==> src/include/dsct_cfg.svh <==
`ifndef DSCT_CFG_SVH
`define DSCT_CFG_SVH
`define DSCT_CLK_NS 10
`define DSCT_CYC_MIN(ns) (((ns) + `DSCT_CLK_NS - 1) / `DSCT_CLK_NS)
`define DSCT_CYC_MAX(ns) ((ns) / `DSCT_CLK_NS)
`define DSCT_T_CAC_NS 70
`define DSCT_T_RAC_NS 120
`define DSCT_T_OFF_NS 40
`define DSCT_T_RAS_NS 120
`define DSCT_T_RAS_MAX_NS 10000
`define DSCT_T_CAS_NS 70
`define DSCT_T_RP_NS 80
`define DSCT_T_CP_NS 50
`define DSCT_T_RC_NS 230
`define DSCT_T_RWC_NS 255
`define DSCT_T_PC_NS 130
`define DSCT_T_RCD_MIN_NS 15
`define DSCT_T_RCD_MAX_NS 50
`define DSCT_T_CWD_NS 40
`define DSCT_T_RWD_NS 110
`define DSCT_T_CWL_NS 50
`define DSCT_T_WP_NS 40
`define DSCT_T_RSH_NS 70
`define DSCT_T_CSH_NS 120
`define DSCT_REF_INT_NS 15600
`define DSCT_PWRUP_NS 100000
`define DSCT_INIT_CYCLES 8
`define DSCT_ROWS 256
`endif

==> src/include/dsct_pkg.sv <==
package dsct_pkg;
  typedef enum logic [9:0] {
    DSCT_PWRUP = 10'h001,
    DSCT_IDLE = 10'h002,
    DSCT_RAS = 10'h004,
    DSCT_CAS = 10'h008,
    DSCT_WAIT = 10'h010,
    DSCT_WR = 10'h020,
    DSCT_HOLD = 10'h040,
    DSCT_CPRE = 10'h080,
    DSCT_RPRE = 10'h100,
    DSCT_REF = 10'h200
  } dsct_state_t;
  typedef enum logic [1:0] {
    DSCT_OP_READ = 2'h0,
    DSCT_OP_WRITE = 2'h1,
    DSCT_OP_RMW = 2'h2
  } dsct_op_t;
endpackage : dsct_pkg

==> src/hw/dsct_ctrl.sv <==
`include "dsct_cfg.svh"
// Contract
// - row access 120 ns; column delay 15-50
// - refresh every row within 4 ms
// - row strobe low 120 to 10000 ns
// - column strobe low 70 to 10000 ns
// - row strobe high 80 ns precharge
// - page column strobe high 50 ns
// - read/write cycle starts 230 ns apart
// - read-modify-write cycle at least 255 ns
// - page column cycles 130 ns apart
// - rmw write 40 after column, 110 row
// - write low 50 ns before strobes rise
// - early write low before column falls; the code drops write select on the same edge as the column strobe
// - write pulse at least 40 ns
// - row low 70 after column; column 120
// - stretch strobes to meet write timings
// - eight row then eight column bits
// - refresh by row strobe over 256 rows
// - power-up 100 us high, eight cycles
module dsct_ctrl
  import dsct_pkg::*;
#(
  parameter int PWRUP_CYC = `DSCT_CYC_MIN(`DSCT_PWRUP_NS),
  parameter int REF_CYC = `DSCT_CYC_MAX(`DSCT_REF_INT_NS)
) (
  input wire logic core_clk_in, // clock, 100 MHz
  input wire logic srst_in, // sync reset, high
  input wire logic req_valid_in, // access request
  input wire dsct_op_t req_op_in, // read, write or rmw
  input wire logic [15:0] req_addr_in, // row in high byte
  input wire logic req_wdata_in, // write data bit
  input wire logic req_page_in, // keep row open for next
  input wire logic dram_q_in, // memory data out
  output logic req_ready_out, // request taken at the last edge
  output logic rsp_valid_out, // read data pulse
  output logic rsp_rdata_out, // read data
  output logic init_done_out, // initialisation finished
  output logic ras_n_out, // row strobe
  output logic cas_n_out, // column strobe
  output logic we_n_out, // write select
  output logic [7:0] muxed_address_out, // multiplexed address
  output logic dram_d_out // memory data in
);
  localparam int C_RCD = `DSCT_CYC_MIN(`DSCT_T_RCD_MIN_NS);
  localparam int C_CAC = `DSCT_CYC_MIN(`DSCT_T_CAC_NS);
  localparam int C_RAC = `DSCT_CYC_MIN(`DSCT_T_RAC_NS);
  localparam int C_RAS = `DSCT_CYC_MIN(`DSCT_T_RAS_NS);
  localparam int C_CAS = `DSCT_CYC_MIN(`DSCT_T_CAS_NS);
  localparam int C_RP = `DSCT_CYC_MIN(`DSCT_T_RP_NS);
  localparam int C_CP = `DSCT_CYC_MIN(`DSCT_T_CP_NS);
  localparam int C_RC = `DSCT_CYC_MIN(`DSCT_T_RC_NS);
  localparam int C_RWC = `DSCT_CYC_MIN(`DSCT_T_RWC_NS);
  localparam int C_PC = `DSCT_CYC_MIN(`DSCT_T_PC_NS);
  localparam int C_CWD = `DSCT_CYC_MIN(`DSCT_T_CWD_NS);
  localparam int C_RWD = `DSCT_CYC_MIN(`DSCT_T_RWD_NS);
  localparam int C_CWL = `DSCT_CYC_MIN(`DSCT_T_CWL_NS);
  localparam int C_WP = `DSCT_CYC_MIN(`DSCT_T_WP_NS);
  localparam int C_RSH = `DSCT_CYC_MIN(`DSCT_T_RSH_NS);
  localparam int C_CSH = `DSCT_CYC_MIN(`DSCT_T_CSH_NS);
  localparam int C_OFF = `DSCT_CYC_MIN(`DSCT_T_OFF_NS);
  localparam int C_RASMAX = `DSCT_CYC_MAX(`DSCT_T_RAS_MAX_NS);

  function automatic logic [15:0] max3(input int a, input int b, input int c);
    int m;
    m = a;
    if (b > m) m = b;
    if (c > m) m = c;
    return m[15:0];
  endfunction : max3

  dsct_state_t state;
  dsct_op_t op;
  logic [15:0] st_cnt; // cycles in current state
  logic [15:0] ras_cnt; // cycles since row strobe fell
  logic [15:0] cas_cnt; // cycles since column strobe fell
  logic [15:0] wr_cnt; // cycles since write select fell
  logic [16:0] pwr_cnt;
  logic [3:0] init_cnt;
  logic [15:0] ref_tmr;
  logic ref_pend;
  logic [15:0] ref_wait; // cycles a refresh has waited since init
  logic ref_mode; // row strobe belongs to a refresh
  logic [7:0] ref_row;
  logic [7:0] open_row;
  logic row_open;
  logic wdata;
  logic [7:0] col;
  logic next_page;

  wire logic ref_tick = (ref_tmr == REF_CYC[15:0] - 16'h0001);
  wire logic take = req_valid_in && !ref_pend && init_done_out &&
    (state == DSCT_IDLE || (state == DSCT_HOLD && row_open &&
     req_addr_in[15:8] == open_row && st_cnt >= 16'(C_CP - 1)));
  // rmw needs write after the read access and far enough from both strobes
  wire logic [15:0] rmw_cas_wait = max3(C_CWD, C_CAC, C_RWD - C_RCD);

  always_ff @(posedge core_clk_in) begin
    if (srst_in || ref_tick) ref_tmr <= 16'h0000;
    else ref_tmr <= ref_tmr + 16'h0001;
  end

  // refresh request set wins over its clear
  always_ff @(posedge core_clk_in) begin
    if (srst_in) ref_pend <= 1'b0;
    else if (ref_tick) ref_pend <= 1'b1;
    else if (state == DSCT_REF && st_cnt == 16'h0000) ref_pend <= 1'b0;
  end

  always_ff @(posedge core_clk_in) begin
    if (srst_in) ref_row <= 8'h00;
    else if (state == DSCT_REF && st_cnt == 16'h0000 && init_done_out)
      ref_row <= ref_row + 8'h01;
  end

  always_ff @(posedge core_clk_in) begin
    if (srst_in) begin
      pwr_cnt <= 17'h00000;
      init_cnt <= 4'h0;
      init_done_out <= 1'b0;
    end else begin
      if (state == DSCT_PWRUP) pwr_cnt <= pwr_cnt + 17'h00001;
      if (state == DSCT_REF && st_cnt == 16'h0000 && !init_done_out)
        init_cnt <= init_cnt + 4'h1;
      if (init_cnt == 4'(`DSCT_INIT_CYCLES) && state == DSCT_IDLE)
        init_done_out <= 1'b1;
    end
  end

  always_ff @(posedge core_clk_in) begin
    if (srst_in) begin
      ras_cnt <= 16'h0000;
      cas_cnt <= 16'h0000;
      wr_cnt <= 16'h0000;
    end else begin
      ras_cnt <= ras_n_out ? 16'h0000 : ras_cnt + 16'h0001;
      cas_cnt <= cas_n_out ? 16'h0000 : cas_cnt + 16'h0001;
      wr_cnt <= we_n_out ? 16'h0000 : wr_cnt + 16'h0001;
    end
  end

  always_ff @(posedge core_clk_in) begin
    if (srst_in) begin
      state <= DSCT_PWRUP;
      st_cnt <= 16'h0000;
      op <= DSCT_OP_READ;
      ras_n_out <= 1'b1;
      cas_n_out <= 1'b1;
      we_n_out <= 1'b1;
      muxed_address_out <= 8'h00;
      dram_d_out <= 1'b0;
      req_ready_out <= 1'b0;
      rsp_valid_out <= 1'b0;
      rsp_rdata_out <= 1'b0;
      row_open <= 1'b0;
      open_row <= 8'h00;
      ref_mode <= 1'b0;
      wdata <= 1'b0;
      col <= 8'h00;
      next_page <= 1'b0;
    end else begin
      st_cnt <= st_cnt + 16'h0001;
      req_ready_out <= 1'b0;
      rsp_valid_out <= 1'b0;
      case (state)
        DSCT_PWRUP: begin
          if (pwr_cnt >= 17'(PWRUP_CYC)) begin
            state <= DSCT_REF;
            st_cnt <= 16'h0000;
            ras_n_out <= 1'b0;
            ref_mode <= 1'b1;
          end
        end
        DSCT_IDLE: begin
          // after the eighth init cycle nothing starts until the done flag stands
          if ((!init_done_out && init_cnt != 4'(`DSCT_INIT_CYCLES)) ||
              (init_done_out && ref_pend)) begin
            state <= DSCT_REF;
            st_cnt <= 16'h0000;
            muxed_address_out <= ref_row;
            ras_n_out <= 1'b0;
            ref_mode <= 1'b1;
          end else if (take) begin
            req_ready_out <= 1'b1;
            op <= req_op_in;
            wdata <= req_wdata_in;
            col <= req_addr_in[7:0];
            next_page <= req_page_in;
            open_row <= req_addr_in[15:8];
            muxed_address_out <= req_addr_in[15:8];
            ras_n_out <= 1'b0;
            state <= DSCT_RAS;
            st_cnt <= 16'h0000;
          end
        end
        DSCT_RAS: begin
          if (st_cnt >= 16'(C_RCD - 1)) begin
            muxed_address_out <= col;
            cas_n_out <= 1'b0;
            we_n_out <= (op != DSCT_OP_WRITE);
            dram_d_out <= wdata;
            row_open <= 1'b1;
            state <= DSCT_CAS;
            st_cnt <= 16'h0000;
          end
        end
        DSCT_CAS: begin
          if (op == DSCT_OP_RMW && st_cnt >= rmw_cas_wait - 16'h0001 &&
              ras_cnt >= 16'(C_RAC - 1)) begin
            rsp_rdata_out <= dram_q_in;
            rsp_valid_out <= 1'b1;
            we_n_out <= 1'b0;
            state <= DSCT_WR;
            st_cnt <= 16'h0000;
          end else if (op != DSCT_OP_RMW && st_cnt >= 16'(C_CAC - 1) &&
                       ras_cnt >= 16'(C_RAC - 1)) begin
            if (op == DSCT_OP_READ) begin
              rsp_rdata_out <= dram_q_in;
              rsp_valid_out <= 1'b1;
            end
            state <= DSCT_WAIT;
            st_cnt <= 16'h0000;
          end
        end
        DSCT_WR: begin
          if (st_cnt >= 16'(max3(C_CWL, C_WP, 0) - 1)) state <= DSCT_WAIT;
        end
        DSCT_WAIT: begin
          if (cas_cnt >= 16'(C_CAS) && ras_cnt >= 16'(max3(C_CSH, C_RAC, 0))) begin
            cas_n_out <= 1'b1;
            we_n_out <= 1'b1;
            if (next_page && !ref_pend && ras_cnt < 16'(C_RASMAX - C_PC - 8)) begin
              state <= DSCT_HOLD;
            end else begin
              ras_n_out <= 1'b1;
              row_open <= 1'b0;
              state <= DSCT_RPRE;
            end
            st_cnt <= 16'h0000;
          end
        end
        DSCT_HOLD: begin
          if (take && st_cnt + cas_cnt >= 16'(C_PC - C_CAS)) begin
            req_ready_out <= 1'b1;
            op <= req_op_in;
            wdata <= req_wdata_in;
            next_page <= req_page_in;
            muxed_address_out <= req_addr_in[7:0];
            cas_n_out <= 1'b0;
            we_n_out <= (req_op_in != DSCT_OP_WRITE);
            dram_d_out <= req_wdata_in;
            state <= DSCT_CAS;
            st_cnt <= 16'h0000;
          // a request for another row closes the page at once
          end else if (ref_pend || !req_valid_in || req_addr_in[15:8] != open_row ||
                       ras_cnt >= 16'(C_RASMAX - C_PC - 8)) begin
            ras_n_out <= 1'b1;
            row_open <= 1'b0;
            state <= DSCT_RPRE;
            st_cnt <= 16'h0000;
          end
        end
        DSCT_REF: begin
          if (st_cnt >= 16'(C_RAS - 1)) begin
            ras_n_out <= 1'b1;
            ref_mode <= 1'b0;
            state <= DSCT_RPRE;
            st_cnt <= 16'h0000;
          end
        end
        DSCT_CPRE: state <= DSCT_RPRE;
        DSCT_RPRE: begin
          if (st_cnt >= 16'(C_RP - 1) &&
              st_cnt + 16'h0001 + 16'(C_RAS) >= 16'((op == DSCT_OP_RMW) ? C_RWC : C_RC)) begin
            state <= DSCT_IDLE;
            st_cnt <= 16'h0000;
          end
        end
        default: state <= DSCT_IDLE;
      endcase
    end
  end

  // ticks lost during the power-up wait do not matter, so only count after init
  always_ff @(posedge core_clk_in) begin
    if (srst_in || !ref_pend || !init_done_out) ref_wait <= 16'h0000;
    else ref_wait <= ref_wait + 16'h0001;
  end

  a_ras_precharge: assert property (@(posedge core_clk_in) disable iff (srst_in)
    $rose(ras_n_out) |-> ras_n_out [*8]) else $error("row precharge short");
  // the low time is counted, too long to unroll as a repetition
  a_ras_low_min: assert property (@(posedge core_clk_in) disable iff (srst_in)
    $rose(ras_n_out) |-> ras_cnt >= 16'(C_RAS)) else $error("row low short");
  a_cas_low_min: assert property (@(posedge core_clk_in) disable iff (srst_in)
    $fell(cas_n_out) |-> !cas_n_out [*7]) else $error("column low short");
  a_cas_after_ras: assert property (@(posedge core_clk_in) disable iff (srst_in)
    $fell(cas_n_out) |-> !ras_n_out && ras_cnt >= 16'(C_RCD)) else $error("column early");
  a_cas_high_page: assert property (@(posedge core_clk_in) disable iff (srst_in)
    $rose(cas_n_out) && !ras_n_out |-> cas_n_out [*5]) else $error("page precharge");
  a_we_pulse_min: assert property (@(posedge core_clk_in) disable iff (srst_in)
    $fell(we_n_out) |-> !we_n_out [*4]) else $error("write pulse short");
  a_we_before_rise: assert property (@(posedge core_clk_in) disable iff (srst_in)
    $rose(cas_n_out) && !$past(we_n_out) |-> wr_cnt >= 16'(C_CWL) ||
    $past(wr_cnt) >= 16'(C_CWL - 1)) else $error("write setup");
  a_ras_low_max: assert property (@(posedge core_clk_in) disable iff (srst_in)
    ras_cnt <= 16'(C_RASMAX)) else $error("row low too long");
  a_rmw_write_delay: assert property (@(posedge core_clk_in) disable iff (srst_in)
    $fell(we_n_out) && op == DSCT_OP_RMW |-> cas_cnt >= 16'(C_CWD) &&
    ras_cnt >= 16'(C_RWD)) else $error("rmw write early");
  // one access in flight plus its precharge stays well under two rmw cycles
  a_ref_served: assert property (@(posedge core_clk_in) disable iff (srst_in)
    ref_wait <= 16'(2 * C_RWC)) else $error("refresh late");
  c_read: cover property (@(posedge core_clk_in) rsp_valid_out && op == DSCT_OP_READ);
  c_rmw: cover property (@(posedge core_clk_in) rsp_valid_out && op == DSCT_OP_RMW);
  c_page: cover property (@(posedge core_clk_in) state == DSCT_HOLD ##1 state == DSCT_CAS);
  c_refresh: cover property (@(posedge core_clk_in) $fell(ras_n_out) && ref_mode);
endmodule : dsct_ctrl

==> config.mk <==
export PLATFORM = sky130hd
export DESIGN_NAME = dsct_ctrl
export DESIGN_NICKNAME = d
export VERILOG_FILES = /design/src/include/dsct_pkg.sv /design/src/hw/dsct_ctrl.sv
export VERILOG_INCLUDE_DIRS = /design/src /design/src/include
export SDC_FILE = /design/constraint.sdc
export NUM_CORES = 1
export LEC_CHECK = 0
export BUFFER_PORTS_ARGS = -buffer_cell sky130_fd_sc_hd__buf_4
export CAP_MARGIN = 15
export CORE_MARGIN = 2
export CORE_UTILIZATION = 62
export DETAILED_ROUTE_END_ITERATION = 8
export MAX_ROUTING_LAYER = met4
export PLACE_DENSITY = 0.9
export SLEW_MARGIN = 20
export SYNTH_ARGS = -nofsm -noshare
export SYNTH_HDL_FRONTEND = slang
export SYNTH_SLANG_ARGS = --single-unit
==> constraint.sdc <==
create_clock -name core_clk_in -period 4.3 [get_ports core_clk_in]
set_input_delay 0.86 -clock core_clk_in [delete_from_list [all_inputs] [get_ports core_clk_in]]
set_output_delay 0.86 -clock core_clk_in [all_outputs]
set_load 0.01 [all_outputs]
==> summary.txt <==
Status
  • Run status: completed

Clocking
  • Clk sinks: 140
  • CTS Hold Bufs: 0
  • CTS tree: built
  • Cts bufs inserted: 17
  • Worst-path clk slew: 70 ps
  • Root Buffer: clkbuf_16
  • Post-CTS setup buffers: 0
  • H-Tree Depth: 4
  • Later-pin clock latency in the skew report: about 440 ps
  • Clock Tree Buf Depth: 2
  • Post_cts resized: 0

Logic synthesis
  • Predominant post-synthesis flop cell: dfxtp_1
  • Synth Cell Area: 8520 µm²
  • Seq/Total Area, Yosys: approximately a third
  • Number of warning messages in the yosys log: 0
  • Share of synthesized registers carrying an async set or reset: 0%
  • Register bit total from synthesis: 140
  • EDFF count, synth: 0
  • Syn Area/Cell: about 8 µm²
  • Post-synth cell types: 78
  • Post-Synthesis Cells: 1,069
  • Syn Nets: 1,126

Drt
  • Vias per cell: approximately 6.5
  • Wirelength per Cell: between 15 and 20 µm
  • Residual DRC count: 0
  • Via Count: 8,326
  • Initial DRC Count: 962
  • Detailed Route WL: between 20 and 25 mm
  • Number of routed nets with antenna violations: 0
  • DRT Pass-1 Iters: 7

Flow run
  • Max-cap violations: 0

STA
  • Slew Viols, Final: 0
  • Period minus WS final: roughly 4000 ps
  • RSZ-0062 raised after global routing: no
  • Max_slew headroom: 49.3%
  • Clk_skew: 15.9 ps
  • Fin. Hold Viols: 0
  • Final setup TNS: 0 ps
  • Final setup vio count: 0
  • Max Freq: 253 MHz
  • Measured slew at the worst slew-check pin: about 750 ps
  • Period utilization: 92.1%

Floorplan
  • Starting density of the core: 63.8%
  • Ports: 40
  • Core area: 13,300 µm²
  • Die X: 121 µm
  • Die area: 14,700 µm²
  • Row Count: 42
  • Die H: 121 µm

Layout
  • # fillers: ~1,000
  • Finished Core Util: 71.7%
  • Nets: 1,157
  • Final Non-Filler Cells: around 1,300
  • Diodes inserted: 0
  • Ratio of cells with drive above 1 in the final layout: 10.1%
  • Area growth, synth to finish: 12.3%

Setup path
  • Critical path type: reg -> reg
  • Critical Path RT: 4640 ps
  • CP Data Arrival Time: approximately 4300 ps
  • Max FO, Critical Path: 8
  • Startpoint types: flip-flop
  • CP Capture Type: flip-flop

Placed design
  • Port Buffers: 39
  • Placer Congestion: 1.06
  • Placed Instances: 1,257
  • Dpl hpwl: 16.2 mm

Power and ir drop
  • Max IR drop VDD: 0.326 mV
  • Leakage: ~3.5 nW
  • Tot Pwr: 3.21 mW
  • Pwr/cell area: ~340 nW/µm²

Global route
  • Remaining Overflow, GRT: 0
  • Pin count of the biggest net entering global routing: 76
  • Vias in the first global route: 7,823
  • GRT Util Overall: about a third
  • Initial antenna violation count: 0
  • First-pass GRT wire length: 37.1 mm

Min path
  • Hold/Removal Path Class: reg -> reg
[kinds of logic (layout without fill, tap and decap cells)]
kind of cell	Yosys count	after routing	synth area share, %
simple gates	507	507	30.3
flops	140	140	32.9
xor+xnor	88	88	9.21
compound gates	202	202	16.1
fa+ha+maj	33	33	4.94
buf+inv	73	117	3.48
mux	26	26	3.10
[cell usage after synthesis, types with 12 or more instances]
library cell,instances,share of area [%]
or3_1,16,1.2
mux2i_1,23,2.7
nor4_1,27,2.0
and3_1,20,1.5
nand2b_1,13,0.95
clkbuf_1,36,1.6
nand4_1,32,2.4
dfxtp_1,140,33
xor2_1,48,4.9
nor3_1,23,1.4
nand2_1,116,5.1
ha_1,32,4.7
nor2_1,144,6.3
inv_1,26,1.1
nand3_1,37,2.2
a21oi_1,68,4.0
and2_1,12,0.88
o21ai_0,28,1.6
xnor2_1,39,4.0
[through the flow]
stage / instance area (µm²) / worst slack [ps] / hold slack (ps)
2_1_floorplan: 8520 / 417 / 418
3_3_place_gp: 8980 / 489 / 428
3_5_place_dp: 8980 / 418 / 443
4_1_cts: 9570 / 399 / 452
5_1_grt: 9570 / 254 / 469
6_report: 9570 / 340 / 451
[layout make-up]
cell class,count,area (µm²),share of cell area (%)
multi-input combinational,856,5420,56.6
clock inverter,12,139,1.45
tap,176,220,2.30
clock buffer,20,447,4.67
timing repair buffer,59,443,4.63
sequential,140,2800,29.3
inverter,26,97.6,1.02
[critical path: stages (launching register included)]
cell	delay, ps
dfxtp_1	520
ha_1	410
a21oi_4	230
o22ai_1	80
or4b_1	510
or4_1	410
or4_4	450
nor4_4	300
a211oi_2	160
or4_1	590
a21oi_1	190
[metal layers]
metal	part of all wire, %	GRT usage, %	wire length (µm)
met1	40	38.3	9090
met2	47	51.7	10800
met3	8.8	7.66	2010
met4	4.2	15.4	965
met5	0	-	0
[sequential cells by signal, summed over array words and instances, names as in the netlist, 2 cells and up]
register           count
cas_cnt               16
col                    8
init_cnt               4
muxed_address_out      8
op                     2
open_row               8
pwr_cnt               17
ras_cnt               16
ref_row                8
ref_tmr               16
st_cnt                16
state                  9
[final timing paths]
check | cells past startpoint | to | from | slack (ps)
worst max-delay path | 10 | row_open | st_cnt[7] | 340
worst min-delay path | 2 | col[0] | col[0] | 450
worst max register to register | 10 | row_open | st_cnt[7] | 340
worst min register to register | 2 | col[0] | col[0] | 450
[where the power goes]
part	leakage (nW)	internal, mW	total, mW	switching (mW)
logic	2.14	0.147	0.364	0.218
clock network	0.274	0.874	1.47	0.592
registers	1.13	1.33	1.38	0.0531
[cell usage in the layout, fill, tap and decap left out, drive strengths merged, types with 20 or more instances in the layout]
| master | count |
|---|---|
| inv | 29 |
| nand2 | 116 |
| mux2i | 23 |
| xor2 | 48 |
| nor3 | 23 |
| clkbuf | 20 |
| buf | 59 |
| dfxtp | 140 |
| nand4 | 32 |
| nor2 | 144 |
| nor4 | 28 |
| and3 | 21 |
| nand3 | 37 |
| o21ai | 29 |
| a21oi | 71 |
| ha | 32 |
| xnor2 | 39 |
Note: power is estimated with default switching activity, not from simulation.
